<file path="config.mk">
export PLATFORM = sky130hd
export DESIGN_NAME = tic_codec
export DESIGN_NICKNAME = d
export VERILOG_FILES = /design/src/rtl/tic_crc16.v /design/src/rtl/tic_msg_check.v /design/src/rtl/tic_codec.v
export VERILOG_INCLUDE_DIRS = /design/src /design/src/rtl
export SDC_FILE = /design/constraint.sdc
export NUM_CORES = 2
export LEC_CHECK = 0
export BUFFER_PORTS_ARGS = -buffer_cell sky130_fd_sc_hd__buf_4
export CORE_UTILIZATION = 35
export DETAILED_ROUTE_END_ITERATION = 6
export GPL_ROUTABILITY_DRIVEN = 0
export GPL_TIMING_DRIVEN = 1
export SLEW_MARGIN = 10
export SYNTH_ARGS = -nofsm -noshare
export SYNTH_HDL_FRONTEND = slang
export SYNTH_SLANG_ARGS = --single-unit
</file>
<file path="constraint.sdc">
create_clock -name aclk -period 4.6 [get_ports aclk]
set_input_delay 0.92 -clock aclk [delete_from_list [all_inputs] [get_ports aclk]]
set_output_delay 0.92 -clock aclk [all_outputs]
set_load 0.02 [all_outputs]
</file>
<file path="src/rtl/tic_defs.vh">
// constants for the training information block codec
// included by every design file of the codec; definitions only
`ifndef TIC_DEFS_VH
`define TIC_DEFS_VH

// register offsets on the control bus (byte addresses)
`define TIC_A_CTRL     8'h00
`define TIC_A_TXMSG    8'h04
`define TIC_A_TXSET    8'h08
`define TIC_A_VEND     8'h0c
`define TIC_A_STAT     8'h10
`define TIC_A_RXHDR    8'h14
`define TIC_A_RXINFO   8'h18
`define TIC_A_RXVEND   8'h1c
`define TIC_A_COEF_TAG 2'b01

// control register bits
`define TIC_C_EN       0
`define TIC_C_LEADER   1
`define TIC_C_VEND     2
`define TIC_C_LOCOK    3
`define TIC_C_RESTART  4
`define TIC_C_NEXTGRP  5

// status register sticky bits
`define TIC_S_REFUSED  8
`define TIC_S_CRCERR   9
`define TIC_S_IGNORED  10
`define TIC_S_RXNEW    11

// block layout, bit indices in serial order
`define TIC_SFD        32'h0000a7bb
`define TIC_LAST_BIT   7'd127
`define TIC_CRC_FIRST  7'd32
`define TIC_CRC_LAST   7'd111
`define TIC_CRC_OUT    7'd112
`define TIC_CRC_POLY   16'h8005
`define TIC_ST_BACKOFF 2'b01
`define TIC_OCT_RSVD   8'hf0
`define TIC_MARGIN_UNKNOWN 4'h0

// bus responses
`define TIC_RESP_OK    2'b00
`define TIC_RESP_ERR   2'b10

`endif

</file>
<file path="src/rtl/tic_crc16.v">
// serial crc16 engine, generator x^16+x^15+x^2+1
// one bit per cycle; clear wins over accumulate and shift-out
`timescale 1ns/1ns
`default_nettype none
`include "tic_defs.vh"

module tic_crc16 (
  input  wire        aclk,
  input  wire        aresetn,
  input  wire        clr,
  input  wire        gen,
  input  wire        shift,
  input  wire        din,
  output wire        msb
);

  reg  [15:0] s_reg;
  wire        fb;

  assign fb  = din ^ s_reg[15];
  assign msb = s_reg[15];

  always @(posedge aclk) begin
    if (!aresetn || clr) begin
      s_reg <= 16'h0000;
    end else if (gen) begin
      s_reg <= {s_reg[14:0], 1'b0} ^ (fb ? `TIC_CRC_POLY : 16'h0000);
    end else if (shift) begin
      s_reg <= {s_reg[14:0], 1'b0};
    end
  end

endmodule
`default_nettype wire

</file>
<file path="src/rtl/tic_msg_check.v">
// checks a message octet against the permitted ordered list of a role
// finds the earliest matching row at or after the previous row
`timescale 1ns/1ns
`default_nettype none
`include "tic_defs.vh"

module tic_msg_check (
  input  wire       leader,
  input  wire [7:0] msg,
  input  wire [3:0] prev_rank,
  output reg        permitted,
  output reg  [3:0] rank
);

  // row: {valid, need_loc, mask[6:0], value[6:0]} over {state, b4, b3..b0}
  function [15:0] row_pat(input ldr, input [3:0] idx);
    begin
      case ({ldr, idx})
        5'h10: row_pat = {2'b10, 7'h7f, 7'b00_0_0000};
        5'h11: row_pat = {2'b10, 7'h7f, 7'b00_1_0000};
        5'h12: row_pat = {2'b10, 7'h7f, 7'b01_1_0000};
        5'h13: row_pat = {2'b10, 7'h7f, 7'b01_1_1000};
        5'h14: row_pat = {2'b10, 7'h7f, 7'b10_1_0000};
        5'h15: row_pat = {2'b10, 7'h7f, 7'b10_1_0100};
        5'h16: row_pat = {2'b10, 7'h7f, 7'b10_1_0000};
        5'h17: row_pat = {2'b10, 7'h7f, 7'b10_1_0010};
        5'h18: row_pat = {2'b10, 7'h7f, 7'b11_1_0000};
        5'h19: row_pat = {2'b11, 7'h7f, 7'b11_1_0001};
        5'h00: row_pat = {2'b10, 7'h7f, 7'b00_0_0000};
        5'h01: row_pat = {2'b10, 7'h6f, 7'b00_0_0000};
        5'h02: row_pat = {2'b10, 7'h7f, 7'b01_1_0000};
        5'h03: row_pat = {2'b10, 7'h7f, 7'b01_1_1000};
        5'h04: row_pat = {2'b10, 7'h6f, 7'b10_0_0000};
        5'h05: row_pat = {2'b10, 7'h7f, 7'b10_1_0100};
        5'h06: row_pat = {2'b10, 7'h7f, 7'b10_1_0000};
        5'h07: row_pat = {2'b10, 7'h7f, 7'b10_1_0010};
        5'h08: row_pat = {2'b10, 7'h6f, 7'b11_0_0000};
        5'h09: row_pat = {2'b10, 7'h7f, 7'b11_1_0000};
        5'h0a: row_pat = {2'b11, 7'h7f, 7'b11_1_0001};
        default: row_pat = 16'h0000;
      endcase
    end
  endfunction

  reg  [15:0] pat;
  wire [6:0]  key;
  integer     i;

  // local receiver bit only matters for the pcs-check rows
  assign key = {msg[7:6], msg[4:0]};

  always @* begin
    permitted = 1'b0;
    rank      = prev_rank;
    pat       = 16'h0000;
    for (i = 10; i >= 0; i = i - 1) begin
      pat = row_pat(leader, i[3:0]);
      if (pat[15] && (i[3:0] >= prev_rank) && ((key & pat[13:7]) == pat[6:0]) &&
          (!pat[14] || msg[5])) begin
        permitted = 1'b1;
        rank      = i[3:0];
      end
    end
  end

endmodule
`default_nettype wire

</file>
<file path="src/rtl/tic_codec.v">
// training information block codec: builds outgoing blocks, parses incoming ones
// assumes AXI4-Lite master on aclk, bit streams synchronous to aclk
`timescale 1ns/1ns
`default_nettype none
`include "tic_defs.vh"

// Behaviour
// - leader message octet: state, rx ok, allow-transmit, four announce bits.
// - follower layout identical, bit 4 carries timing-locked flag.
// - state code 00 initial, 01 backoff, 10 coefficients, 11 final tuning.
// - send only listed message combinations; ignore unlisted ones on receive.
// - octet 9 high nibble is margin code in half-decibel steps.
// - margin 0001 floor, 1111 ceiling, 0000 unknown.
// - announced transition: ten-bit frame countdown in octet 9/10.
// - coefficient transfer: twelve-bit handshake in octet 9/10.
// - ability octet only in state 01, zero otherwise.
// - ability bit 6 asks partner to bypass its precoder.
// - listed octets and bits are reserved in given modes.
// - vendor octets only when both ends agreed, else zero.
// - coefficient transfer: four coefficients, lowest index in octet 11.
// - groups go 0-3 to 12-15, pairs A, B, C, D.
// - crc16 over octets 5 to 14 appended as last two octets.
// - crc cleared before octet 5, accumulate to 14, then shift out.
// - reserved bits sent as zero and ignored on receive.
// - octets in increasing order, each least significant bit first.
// - octets 1 to 4 are the fixed start delimiter.
module tic_codec (
  input  wire         aclk,
  input  wire         aresetn,
  input  wire [7:0]   s_axi_awaddr,
  input  wire         s_axi_awvalid,
  output wire         s_axi_awready,
  input  wire [31:0]  s_axi_wdata,
  input  wire [3:0]   s_axi_wstrb,
  input  wire         s_axi_wvalid,
  output wire         s_axi_wready,
  output reg  [1:0]   s_axi_bresp,
  output reg          s_axi_bvalid,
  input  wire         s_axi_bready,
  input  wire [7:0]   s_axi_araddr,
  input  wire         s_axi_arvalid,
  output wire         s_axi_arready,
  output reg  [31:0]  s_axi_rdata,
  output reg  [1:0]   s_axi_rresp,
  output reg          s_axi_rvalid,
  input  wire         s_axi_rready,
  input  wire         tx_frame_start,
  output reg          tx_bit,
  output reg          tx_bit_valid,
  input  wire         rx_bit,
  input  wire         rx_bit_valid,
  input  wire         rx_frame_start,
  output reg          rx_block_new
);

  function [31:0] wmerge(input [31:0] old, input [31:0] d, input [3:0] be);
    integer k;
    begin
      wmerge = old;
      for (k = 0; k < 4; k = k + 1) begin
        if (be[k]) begin
          wmerge[8*k +: 8] = d[8*k +: 8];
        end
      end
    end
  endfunction

  // octets 9..14 (octet 9 low) with reserved parts forced to zero
  function [47:0] fmask(input [7:0] msg, input vend, input [47:0] f);
    reg coeff;
    reg ann;
    begin
      coeff = msg[2];
      ann   = msg[3] | msg[1] | msg[0];
      fmask[7:4] = f[7:4];
      // handshake nibble; count bits; rest zero
      fmask[3:0] = coeff ? f[3:0] : (ann ? {2'b00, f[1:0]} : 4'h0);
      fmask[15:8] = (coeff | ann) ? f[15:8] : 8'h00;
      fmask[23:16] = coeff ? f[23:16] : 8'h00;
      // ability octet only in backoff state, low five bits reserved
      fmask[31:24] = coeff ? f[31:24] :
                     (msg[7:6] == `TIC_ST_BACKOFF) ? {f[31:29], 5'b00000} : 8'h00;
      fmask[47:32] = (coeff | vend) ? f[47:32] : 16'h0000;
    end
  endfunction

  reg  [31:0] ctrl_reg;
  reg  [31:0] txmsg_reg;
  reg  [31:0] txset_reg;
  reg  [31:0] vend_reg;
  reg  [3:0]  stat_reg;
  reg  [3:0]  tx_rank_reg;
  reg  [3:0]  rx_rank_reg;
  reg  [31:0] rxhdr_reg;
  reg  [31:0] rxinfo_reg;
  reg  [15:0] rxvend_reg;
  reg  [31:0] coef_mem [0:15];
  reg  [3:0]  gptr_reg;

  wire        wr_en;
  wire        ctrl_wr;
  wire        restart;
  wire        leader;
  wire        vend_ok;
  wire        loc_ok;

  // write taken only with address and data both present
  assign wr_en         = s_axi_awvalid & s_axi_wvalid & ~s_axi_bvalid;
  assign s_axi_awready = wr_en;
  assign s_axi_wready  = wr_en;
  assign s_axi_arready = ~s_axi_rvalid;
  assign ctrl_wr       = wr_en && s_axi_awaddr == `TIC_A_CTRL && s_axi_wstrb[0];
  assign restart       = ctrl_wr & s_axi_wdata[`TIC_C_RESTART];
  assign leader        = ctrl_reg[`TIC_C_LEADER];
  assign vend_ok       = ctrl_reg[`TIC_C_VEND];
  assign loc_ok        = ctrl_reg[`TIC_C_LOCOK];

  reg  [3:0]  st_set;
  reg  [3:0]  st_clr;
  reg         wr_hit;

  always @(posedge aclk) begin
    if (!aresetn) begin
      ctrl_reg     <= 32'h0000_0000;
      txmsg_reg    <= {20'h00000, `TIC_MARGIN_UNKNOWN, 8'h00};
      txset_reg    <= 32'h0000_0000;
      vend_reg     <= 32'h0000_0000;
      s_axi_bvalid <= 1'b0;
      s_axi_bresp  <= `TIC_RESP_OK;
    end else begin
      if (wr_en) begin
        s_axi_bvalid <= 1'b1;
        s_axi_bresp  <= wr_hit ? `TIC_RESP_OK : `TIC_RESP_ERR;
        case (s_axi_awaddr)
          // restart and next-group are pulses, not stored
          `TIC_A_CTRL:  ctrl_reg  <= wmerge(ctrl_reg, s_axi_wdata & 32'h0000_000f,
                                            s_axi_wstrb);
          `TIC_A_TXMSG: txmsg_reg <= wmerge(txmsg_reg, s_axi_wdata, s_axi_wstrb);
          `TIC_A_TXSET: txset_reg <= wmerge(txset_reg, s_axi_wdata, s_axi_wstrb);
          `TIC_A_VEND:  vend_reg  <= wmerge(vend_reg, s_axi_wdata, s_axi_wstrb);
          default:      ctrl_reg  <= ctrl_reg;
        endcase
      end else if (s_axi_bvalid && s_axi_bready) begin
        s_axi_bvalid <= 1'b0;
      end
    end
  end

  always @* begin
    case (s_axi_awaddr)
      `TIC_A_CTRL, `TIC_A_TXMSG, `TIC_A_TXSET, `TIC_A_VEND, `TIC_A_STAT:
        wr_hit = 1'b1;
      default: wr_hit = (s_axi_awaddr[7:6] == `TIC_A_COEF_TAG);
    endcase
  end

  // coefficient store, one group of four per word
  always @(posedge aclk) begin
    if (wr_en && s_axi_awaddr[7:6] == `TIC_A_COEF_TAG) begin
      coef_mem[s_axi_awaddr[5:2]] <= wmerge(coef_mem[s_axi_awaddr[5:2]], s_axi_wdata,
                                            s_axi_wstrb);
    end
  end

  // group pointer: low two bits group, high two bits pair
  always @(posedge aclk) begin
    if (!aresetn || restart) begin
      gptr_reg <= 4'h0;
    end else if (ctrl_wr && s_axi_wdata[`TIC_C_NEXTGRP]) begin
      gptr_reg <= gptr_reg + 4'h1;
    end
  end

  // read side
  always @(posedge aclk) begin
    if (!aresetn) begin
      s_axi_rvalid <= 1'b0;
      s_axi_rdata  <= 32'h0000_0000;
      s_axi_rresp  <= `TIC_RESP_OK;
    end else if (s_axi_arvalid && !s_axi_rvalid) begin
      s_axi_rvalid <= 1'b1;
      s_axi_rresp  <= `TIC_RESP_OK;
      case (s_axi_araddr)
        `TIC_A_CTRL:   s_axi_rdata <= ctrl_reg;
        `TIC_A_TXMSG:  s_axi_rdata <= txmsg_reg;
        `TIC_A_TXSET:  s_axi_rdata <= txset_reg;
        `TIC_A_VEND:   s_axi_rdata <= vend_reg;
        `TIC_A_STAT:   s_axi_rdata <= {20'h00000, stat_reg, rx_rank_reg, tx_rank_reg};
        `TIC_A_RXHDR:  s_axi_rdata <= rxhdr_reg;
        `TIC_A_RXINFO: s_axi_rdata <= rxinfo_reg;
        `TIC_A_RXVEND: s_axi_rdata <= {16'h0000, rxvend_reg};
        default: begin
          if (s_axi_araddr[7:6] == `TIC_A_COEF_TAG) begin
            s_axi_rdata <= coef_mem[s_axi_araddr[5:2]];
          end else begin
            s_axi_rdata <= 32'h0000_0000;
            s_axi_rresp <= `TIC_RESP_ERR;
          end
        end
      endcase
    end else if (s_axi_rvalid && s_axi_rready) begin
      s_axi_rvalid <= 1'b0;
    end
  end

  // transmit path
  reg  [111:0] tx_sh_reg;
  reg  [6:0]   tx_cnt_reg;
  reg          tx_busy_reg;
  reg          tx_first_reg;
  reg  [7:0]   tx_msg_reg;
  wire [7:0]   tx_req;
  wire         tx_ok;
  wire [3:0]   tx_rank_new;
  wire         tx_load;
  wire         tx_crc_msb;
  wire         tx_gen;
  wire         tx_out;
  reg  [7:0]   tx_use;
  reg  [47:0]  tx_f;
  wire [47:0]  tx_fm;
  wire [1:0]   pair_code;
  wire [1:0]   grp_code;

  // bit 5 from local receiver status
  assign tx_req  = {txmsg_reg[7:6], loc_ok, txmsg_reg[4:0]};
  assign tx_load = tx_frame_start & ~tx_busy_reg & ctrl_reg[`TIC_C_EN];
  // codes 01,10,11,00 for index 0..3
  assign pair_code = gptr_reg[3:2] + 2'b01;
  assign grp_code  = gptr_reg[1:0] + 2'b01;

  tic_msg_check u_tx_check (
    .leader    (leader),
    .msg       (tx_req),
    .prev_rank (tx_rank_reg),
    .permitted (tx_ok),
    .rank      (tx_rank_new)
  );

  always @* begin
    // first block sends a zero message octet; refused request repeats last
    if (tx_first_reg) begin
      tx_use = 8'h00;
    end else if (tx_ok) begin
      tx_use = tx_req;
    end else begin
      tx_use = {tx_msg_reg[7:6], loc_ok, tx_msg_reg[4:0]};
    end
    // message octet drives the layout below
    if (tx_use[2]) begin
      // lowest coefficient index sits in the low byte
      tx_f = {coef_mem[gptr_reg], txmsg_reg[19:16], pair_code, grp_code,
              txmsg_reg[11:8], txmsg_reg[23:20]};
    end else begin
      // ability bits eee, bypass request, fast retrain
      tx_f = {vend_reg[15:0], txset_reg[26:24], 5'b00000, 8'h00,
              txmsg_reg[19:12], txmsg_reg[11:8], 2'b00, txmsg_reg[21:20]};
    end
  end

  assign tx_fm = fmask(tx_use, vend_ok, tx_f);

  always @(posedge aclk) begin
    if (!aresetn) begin
      tx_sh_reg    <= 112'h0;
      tx_cnt_reg   <= 7'd0;
      tx_busy_reg  <= 1'b0;
      tx_bit       <= 1'b0;
      tx_bit_valid <= 1'b0;
    end else if (tx_load) begin
      tx_sh_reg   <= {tx_fm, tx_use, txset_reg[23:16] & `TIC_OCT_RSVD,
                      txset_reg[15:8] & `TIC_OCT_RSVD, txset_reg[7:0] & `TIC_OCT_RSVD,
                      `TIC_SFD};
      tx_cnt_reg   <= 7'd0;
      tx_busy_reg  <= 1'b1;
      tx_bit_valid <= 1'b0;
    end else if (tx_busy_reg) begin
      // low bit of the lowest octet leaves first
      tx_sh_reg    <= {1'b0, tx_sh_reg[111:1]};
      tx_bit       <= tx_out;
      tx_bit_valid <= 1'b1;
      tx_cnt_reg   <= tx_cnt_reg + 7'd1;
      tx_busy_reg  <= tx_cnt_reg != `TIC_LAST_BIT;
    end else begin
      tx_bit       <= 1'b0;
      tx_bit_valid <= 1'b0;
    end
  end

  always @(posedge aclk) begin
    if (!aresetn || restart) begin
      tx_first_reg <= 1'b1;
      tx_msg_reg   <= 8'h00;
      tx_rank_reg  <= 4'h0;
    end else if (tx_load) begin
      tx_first_reg <= 1'b0;
      tx_msg_reg   <= tx_use;
      if (!tx_first_reg && tx_ok) begin
        tx_rank_reg <= tx_rank_new;
      end
    end
  end

  // serial bits of octets 5..14 feed the crc
  assign tx_gen = tx_busy_reg && tx_cnt_reg >= `TIC_CRC_FIRST && tx_cnt_reg <= `TIC_CRC_LAST;
  assign tx_out = (tx_cnt_reg >= `TIC_CRC_OUT) ? tx_crc_msb : tx_sh_reg[0];

  tic_crc16 u_tx_crc (
    .aclk    (aclk),
    .aresetn (aresetn),
    .clr     (tx_load),
    .gen     (tx_gen),
    .shift   (tx_busy_reg && tx_cnt_reg >= `TIC_CRC_OUT),
    .din     (tx_sh_reg[0]),
    .msb     (tx_crc_msb)
  );

  // receive path
  reg  [127:0] rx_sh_reg;
  reg  [6:0]   rx_cnt_reg;
  reg          rx_act_reg;
  reg          rx_bad_reg;
  wire [127:0] rx_full;
  wire         rx_take;
  wire         rx_last;
  wire         rx_gen;
  wire         rx_cmp;
  wire         rx_miss;
  wire         rx_crc_msb;
  wire         rx_ok;
  wire [3:0]   rx_rank_new;
  wire         rx_good;
  wire [47:0]  rx_fm = fmask(rx_full[63:56], vend_ok, rx_full[111:64]);

  assign rx_take = rx_bit_valid & (rx_act_reg | rx_frame_start);
  assign rx_full = {rx_bit, rx_sh_reg[127:1]};
  assign rx_gen  = rx_bit_valid && rx_act_reg && !rx_frame_start &&
                   rx_cnt_reg >= `TIC_CRC_FIRST && rx_cnt_reg <= `TIC_CRC_LAST;
  assign rx_cmp  = rx_bit_valid && rx_act_reg && !rx_frame_start &&
                   rx_cnt_reg >= `TIC_CRC_OUT;
  assign rx_miss = rx_cmp & (rx_bit ^ rx_crc_msb);
  assign rx_last = rx_cmp && rx_cnt_reg == `TIC_LAST_BIT;
  // delimiter and crc must both match
  assign rx_good = (rx_full[31:0] == `TIC_SFD) & ~rx_bad_reg & ~rx_miss;

  tic_crc16 u_rx_crc (
    .aclk    (aclk),
    .aresetn (aresetn),
    .clr     (rx_bit_valid & rx_frame_start),
    .gen     (rx_gen),
    .shift   (rx_cmp),
    .din     (rx_bit),
    .msb     (rx_crc_msb)
  );

  // partner holds the opposite role
  tic_msg_check u_rx_check (
    .leader    (~leader),
    .msg       (rx_full[63:56]),
    .prev_rank (rx_rank_reg),
    .permitted (rx_ok),
    .rank      (rx_rank_new)
  );

  always @(posedge aclk) begin
    if (!aresetn) begin
      rx_sh_reg  <= 128'h0;
      rx_cnt_reg <= 7'd0;
      rx_act_reg <= 1'b0;
      rx_bad_reg <= 1'b0;
    end else if (rx_take) begin
      rx_sh_reg  <= rx_full;
      rx_cnt_reg <= rx_frame_start ? 7'd1 : rx_cnt_reg + 7'd1;
      rx_act_reg <= rx_frame_start | ~rx_last;
      rx_bad_reg <= ~rx_frame_start & (rx_bad_reg | rx_miss);
    end
  end

  always @(posedge aclk) begin
    if (!aresetn) begin
      rxhdr_reg    <= 32'h0000_0000;
      rxinfo_reg   <= 32'h0000_0000;
      rxvend_reg   <= 16'h0000;
      rx_rank_reg  <= 4'h0;
      rx_block_new <= 1'b0;
    end else begin
      rx_block_new <= rx_last & rx_good & rx_ok;
      if (restart) begin
        rx_rank_reg <= 4'h0;
      end else if (rx_last && rx_good && rx_ok) begin
        // reserved parts of octets 9..14 dropped before software sees them
        rxhdr_reg   <= rx_full[63:32];
        rxinfo_reg  <= rx_fm[31:0];
        rxvend_reg  <= rx_fm[47:32];
        rx_rank_reg <= rx_rank_new;
      end
    end
  end

  // sticky status: hardware set beats software clear
  always @* begin
    st_set = {rx_last & rx_good & rx_ok, rx_last & rx_good & ~rx_ok,
              rx_last & ~rx_good, tx_load & ~tx_first_reg & ~tx_ok};
    st_clr = (wr_en && s_axi_awaddr == `TIC_A_STAT && s_axi_wstrb[1]) ?
             s_axi_wdata[`TIC_S_RXNEW:`TIC_S_REFUSED] : 4'h0;
  end

  always @(posedge aclk) begin
    if (!aresetn) begin
      stat_reg <= 4'h0;
    end else begin
      stat_reg <= (stat_reg & ~st_clr) | st_set;
    end
  end

endmodule
`default_nettype wire

</file>
==> out/results.env <==
HPWL_DETAILED_MM=84.9
POST_SYNTH_NUM_CELL_TYPES=75
SETUP_WS_PRE_CTS_NS=0.762
CTS_ROOT_BUFFER_TYPE='clkbuf_16'
WORST_SKEW_PAIR.LATE_LATENCY_NS=0.72
R2R_SLACK_NS=1.28
NUM_IO_PINS=107
FINAL.SETUP.TNS_NS=0
MET2_LENGTH_MM=62.5
MET3_ROUTED_WL_MM=10.0
FIRST_PASS_GRT_WIRE_LENGTH_MM=195
GRT_SETUP_UNREPAIRED='no'
CLOCK_POWER_SHARE=0.447
REQUIRED_NS=5.24
FIRST_GLOBAL_VIAS=29804
LAYOUT_SETUP_WS_NS=1.22
FLOORPLAN.DIE_AREA_MM2=0.131
LARGEST_REGISTER_FF_COUNT=512
LAYOUT_COMMONEST_CELL='nand2_1'
POST_CTS_RESIZE_COUNT=0
CORE-AREA_MM2=0.128
CLOCK_TREE_FROM_TRITONCTS='built'
CP_DATA_ARRIVAL_TIME_NS=4.01
KIND_OF_CELL_ADDING_THE_MOST_DELAY_TO_THE_CRITICAL_PATH='simple AND/OR/NAND/NOR gates'
POST-ROUTE-PERIOD-UTIL=0.734
DETAILED_PLACE.AREA_MM2=0.0483
IO_BUFFER_COUNT=104
FINAL_CELL_MIX='nand2_1 (576), dfxtp_1 (530), edfxtp_1 (512)'
WORST_CLOCK_SKEW_NS=0.0443
SYNTHXORXNORAREAFRAC=0.00289
YS_WARN_COUNT=0
TIMING.CRITICAL_PATH.FROM='s_axi_araddr[5]'
POST_SYNTH_MUX_AREA_SHARE=0.188
HOLD_VIOLATION_TOTAL_FROM_THE_FINAL_REPORT=0
POSTCTSSETUPREPAIRBUFS=0
FINAL.MIN_CLOCK_PERIOD_NS=3.38
POWER.SWITCHING_FRACTION=0.222
DRT-VIAS-PER-INSTANCE=5.55
OVERALL_VIA_COUNT_FROM_DETAIL_ROUTE=31151
WIRE_PER_INST_UM=23.4
OUTCOME='complete, no violations'
CTSLONGESTPATHBUFFERS=3
STATIC-LEAKAGE-POWER_nW=16.6
WORST-SETUP-PATH-TYPE='primary input to register'
LAYOUT_AREA_OVERHEAD_PCT=14.1
WORSTPATHBUFFERINVERTERCOUNT=2
CAP_VIOLATIONS=0
POST_CTS_HOLD_BUFFER_COUNT=0
CLKSLEWWORSTSETUPHOLDPATHS_NS=0.06
DETAIL_ROUTE.WIRELENGTH_MM=131
WORST_R2R_PATH_DEPTH=10
POSTSYNTHAREAPERCELL_UM2=12.1
SYNTH_COMPOUND_GATE_AREA_SHARE=0.0924
YOSYS_REGISTER_BITS=1047
ENDPOINT_KIND='register'
DRT-MET1-WL_MM=54.7
FINAL_MAX_SLEW_VIOLATION_COUNT=0
PEAK_VDD_IR_mV=0.310
ANTENNA_VIOLATING_NETS_POST_ROUTE=0
DIE_EXTENT_IN_X_UM=362
DRC=0
SWITCHINGPOWER_mW=4.27
STARTPOINT_TYPE='primary input'
START_UTIL=0.354
P_INT_mW=15.0
SYNTH_FA_HA_AREA_FRAC=0.00187
SYNTH_AREA_IN_SIMPLE_GATES=0.111
DRT_FIRST_PASS_ITERS=7
SYNTHESIS.AREA_MM2=0.0454
SYNTHESIS.INSTANCES=3761
POWERDENSITY_mW_PER_MM2=373
DETAILEDROUTE.FIRSTITERATIONVIOLATIONS=3423
GLOBALROUTEOVERFLOWTOTAL=0
TIMING.SLEW.HEADROOM=0.265
ASYNCSETRESETFLOPFRACSYNTH=0
POST_ROUTE_CELLS_DRIVE_ABOVE_1_SHARE=0.194
POWER.SHARE.COMBINATIONAL=0.044
TOP_REG_CELL_SYNTH='dfxtp_1'
CTS_INSERTED_BUFFERS=103
NUMBER_OF_ENABLE_FLIP_FLOP_CELLS_AFTER_SYNTHESIS=512
WORSTPATHMAXFANOUT=14
TIMING.CRITICAL_PATH.SLOWEST_STAGE_CELL='nor3_1'
REGTOREGENDPOINT='tx_sh_reg[73]$_SDFFE_PN0P_'
NUMCLOCKSINKS=1047
MAX_CLOCK_FREQ_MHz=296
WORSTPATHCELLLIST='buf_4 -> nor3_1 -> nand3b_1 -> nor2_2 -> buf_4 -> a22oi_1 -> nand2_1 -> a21oi_1 -> a21oi_1'
FIN_NETS=3871
LARGEST_FAMILY_OF_LOGIC_CELLS_BY_SYNTHESIZED_AREA='multiplexers'
CRITPATHCAPTURE='s_axi_rdata[27]$_SDFFE_PN0P_'
STDCELL_AREA_MM2=0.0518
POWER.SHARE.SEQUENTIAL=0.509
SETUP_VIOL_COUNT_FINAL=0
CTS_HTREE_LEVELS=3
FLOORPLAN.ROWS=131
PIN_COUNT_OF_THE_BIGGEST_NET_ENTERING_GLOBAL_ROUTING=188
DEPTH_OF_THE_WORST_HOLD_TIMING_PATH=2
GRT_ANTENNA_BEFORE_REPAIR=8
HOLD_PATH.CLASS='primary input to register'
CRIT-REG2REG-LAUNCH='ctrl_reg[1]$_SDFFE_PN0P_'
YS_SEQ_AREA_FRAC=0.575
SLOWEST_DELAY_NS=0.75
DR.MAX_LAYER_USED='met5'
VERT_DIE_DIM_UM=362
WORST_PIN_SLEW_NS=1.10
GR-USAGE-ALL-LAYERS=0.198
WORSTSETUPPATHDEPTH=9
-- area by class of cell --
type,count,area (um2)
multi-input combinational,2390,18100
tap,1729,2160
inverter,32,128
sequential,1047,26100
clock buffer,140,2930
clock inverter,48,505
timing repair buffer,228,1880
fill,12103,76400
antenna,3,7.51
-- power groups by stage --
| stage | Sequential, mW | Clock (mW) | Combinational [mW] |
|---|---|---|---|
| after global placement | 10.0 | 0 | 0.840 |
| after global routing | 9.83 | 9.11 | 0.887 |
| final | 9.83 | 8.62 | 0.844 |
| after floorplan | 10.0 | 0 | 0.421 |
| after CTS | 9.83 | 8.79 | 0.849 |
| after detailed placement | 10.0 | 0 | 0.847 |
-- routing by layer --
| metal | global-route usage | vias to the layer above |
|---|---|---|
| li1 | - | 14107 |
| met1 | 0.267 | 15644 |
| met2 | 0.321 | 1197 |
| met3 | 0.0321 | 195 |
| met4 | 0.0734 | 8 |
| met5 | 0 | - |
-- kinds of logic (layout without fill, tap and decap cells) --
family,count (synthesis),after routing
AOI/OAI and AO/OA,719,719
xor gates and xnor gates,15,15
adders and majority gates,7,7
buffers and inverters,325,448
DFF,1047,1047
muxes,452,452
other,1,5
and+or+nand+nor,1195,1195
-- worst min path at each step --
| stage | startpoint | to | slack, ns |
|---|---|---|---|
| after floorplan | rx_sh_reg[1]$_SDFFE_PN0P_ | rx_sh_reg[1]$_SDFFE_PN0P_ | 0.43 |
| after global placement | rx_sh_reg[116]$_SDFFE_PN0P_ | rx_sh_reg[115]$_SDFFE_PN0P_ | 0.44 |
| after detailed placement | rx_sh_reg[114]$_SDFFE_PN0P_ | rx_sh_reg[113]$_SDFFE_PN0P_ | 0.45 |
| after CTS | s_axi_rready | s_axi_rvalid$_SDFFE_PN0P_ | 0.34 |
| after global routing | s_axi_rready | s_axi_rvalid$_SDFFE_PN0P_ | 0.38 |
| final | s_axi_rready | s_axi_rvalid$_SDFFE_PN0P_ | 0.39 |
-- metrics by stage --
stage | power [mW] | hold WS (ns) | utilization | cells
6_report | 19.3 | 0.390 | 0.404 | 5617
4_1_cts | 19.5 | 0.338 | 0.404 | 5614
3_5_place_dp | 10.9 | 0.445 | 0.377 | 5426
2_1_floorplan | 10.5 | 0.432 | - | 3762
3_3_place_gp | 10.9 | 0.437 | 0.377 | 5426
5_1_grt | 19.8 | 0.383 | 0.404 | 5616
-- Yosys cell counts, types with 11 or more instances --
cell      instances  share of area
nand2_1         578          0.048
dfxtp_1         535           0.24
edfxtp_1        512           0.34
a21oi_1         365          0.040
nor2_1          321          0.027
mux4_2          320           0.16
clkbuf_1        216          0.018
nand3_1         185          0.020
o21ai_0         178          0.020
mux2i_1         123          0.027
a22oi_1          42         0.0069
buf_2            38         0.0042
buf_1            33         0.0027
inv_1            32         0.0026
nand2b_1         20         0.0028
a22o_1           18         0.0035
nor3_1           18         0.0020
a222oi_1         17         0.0037
a221oi_1         13         0.0025
a31oi_1          11         0.0015
nor2b_1          11         0.0015
xor2_1           11         0.0021
(Power assumes the default switching activity.)
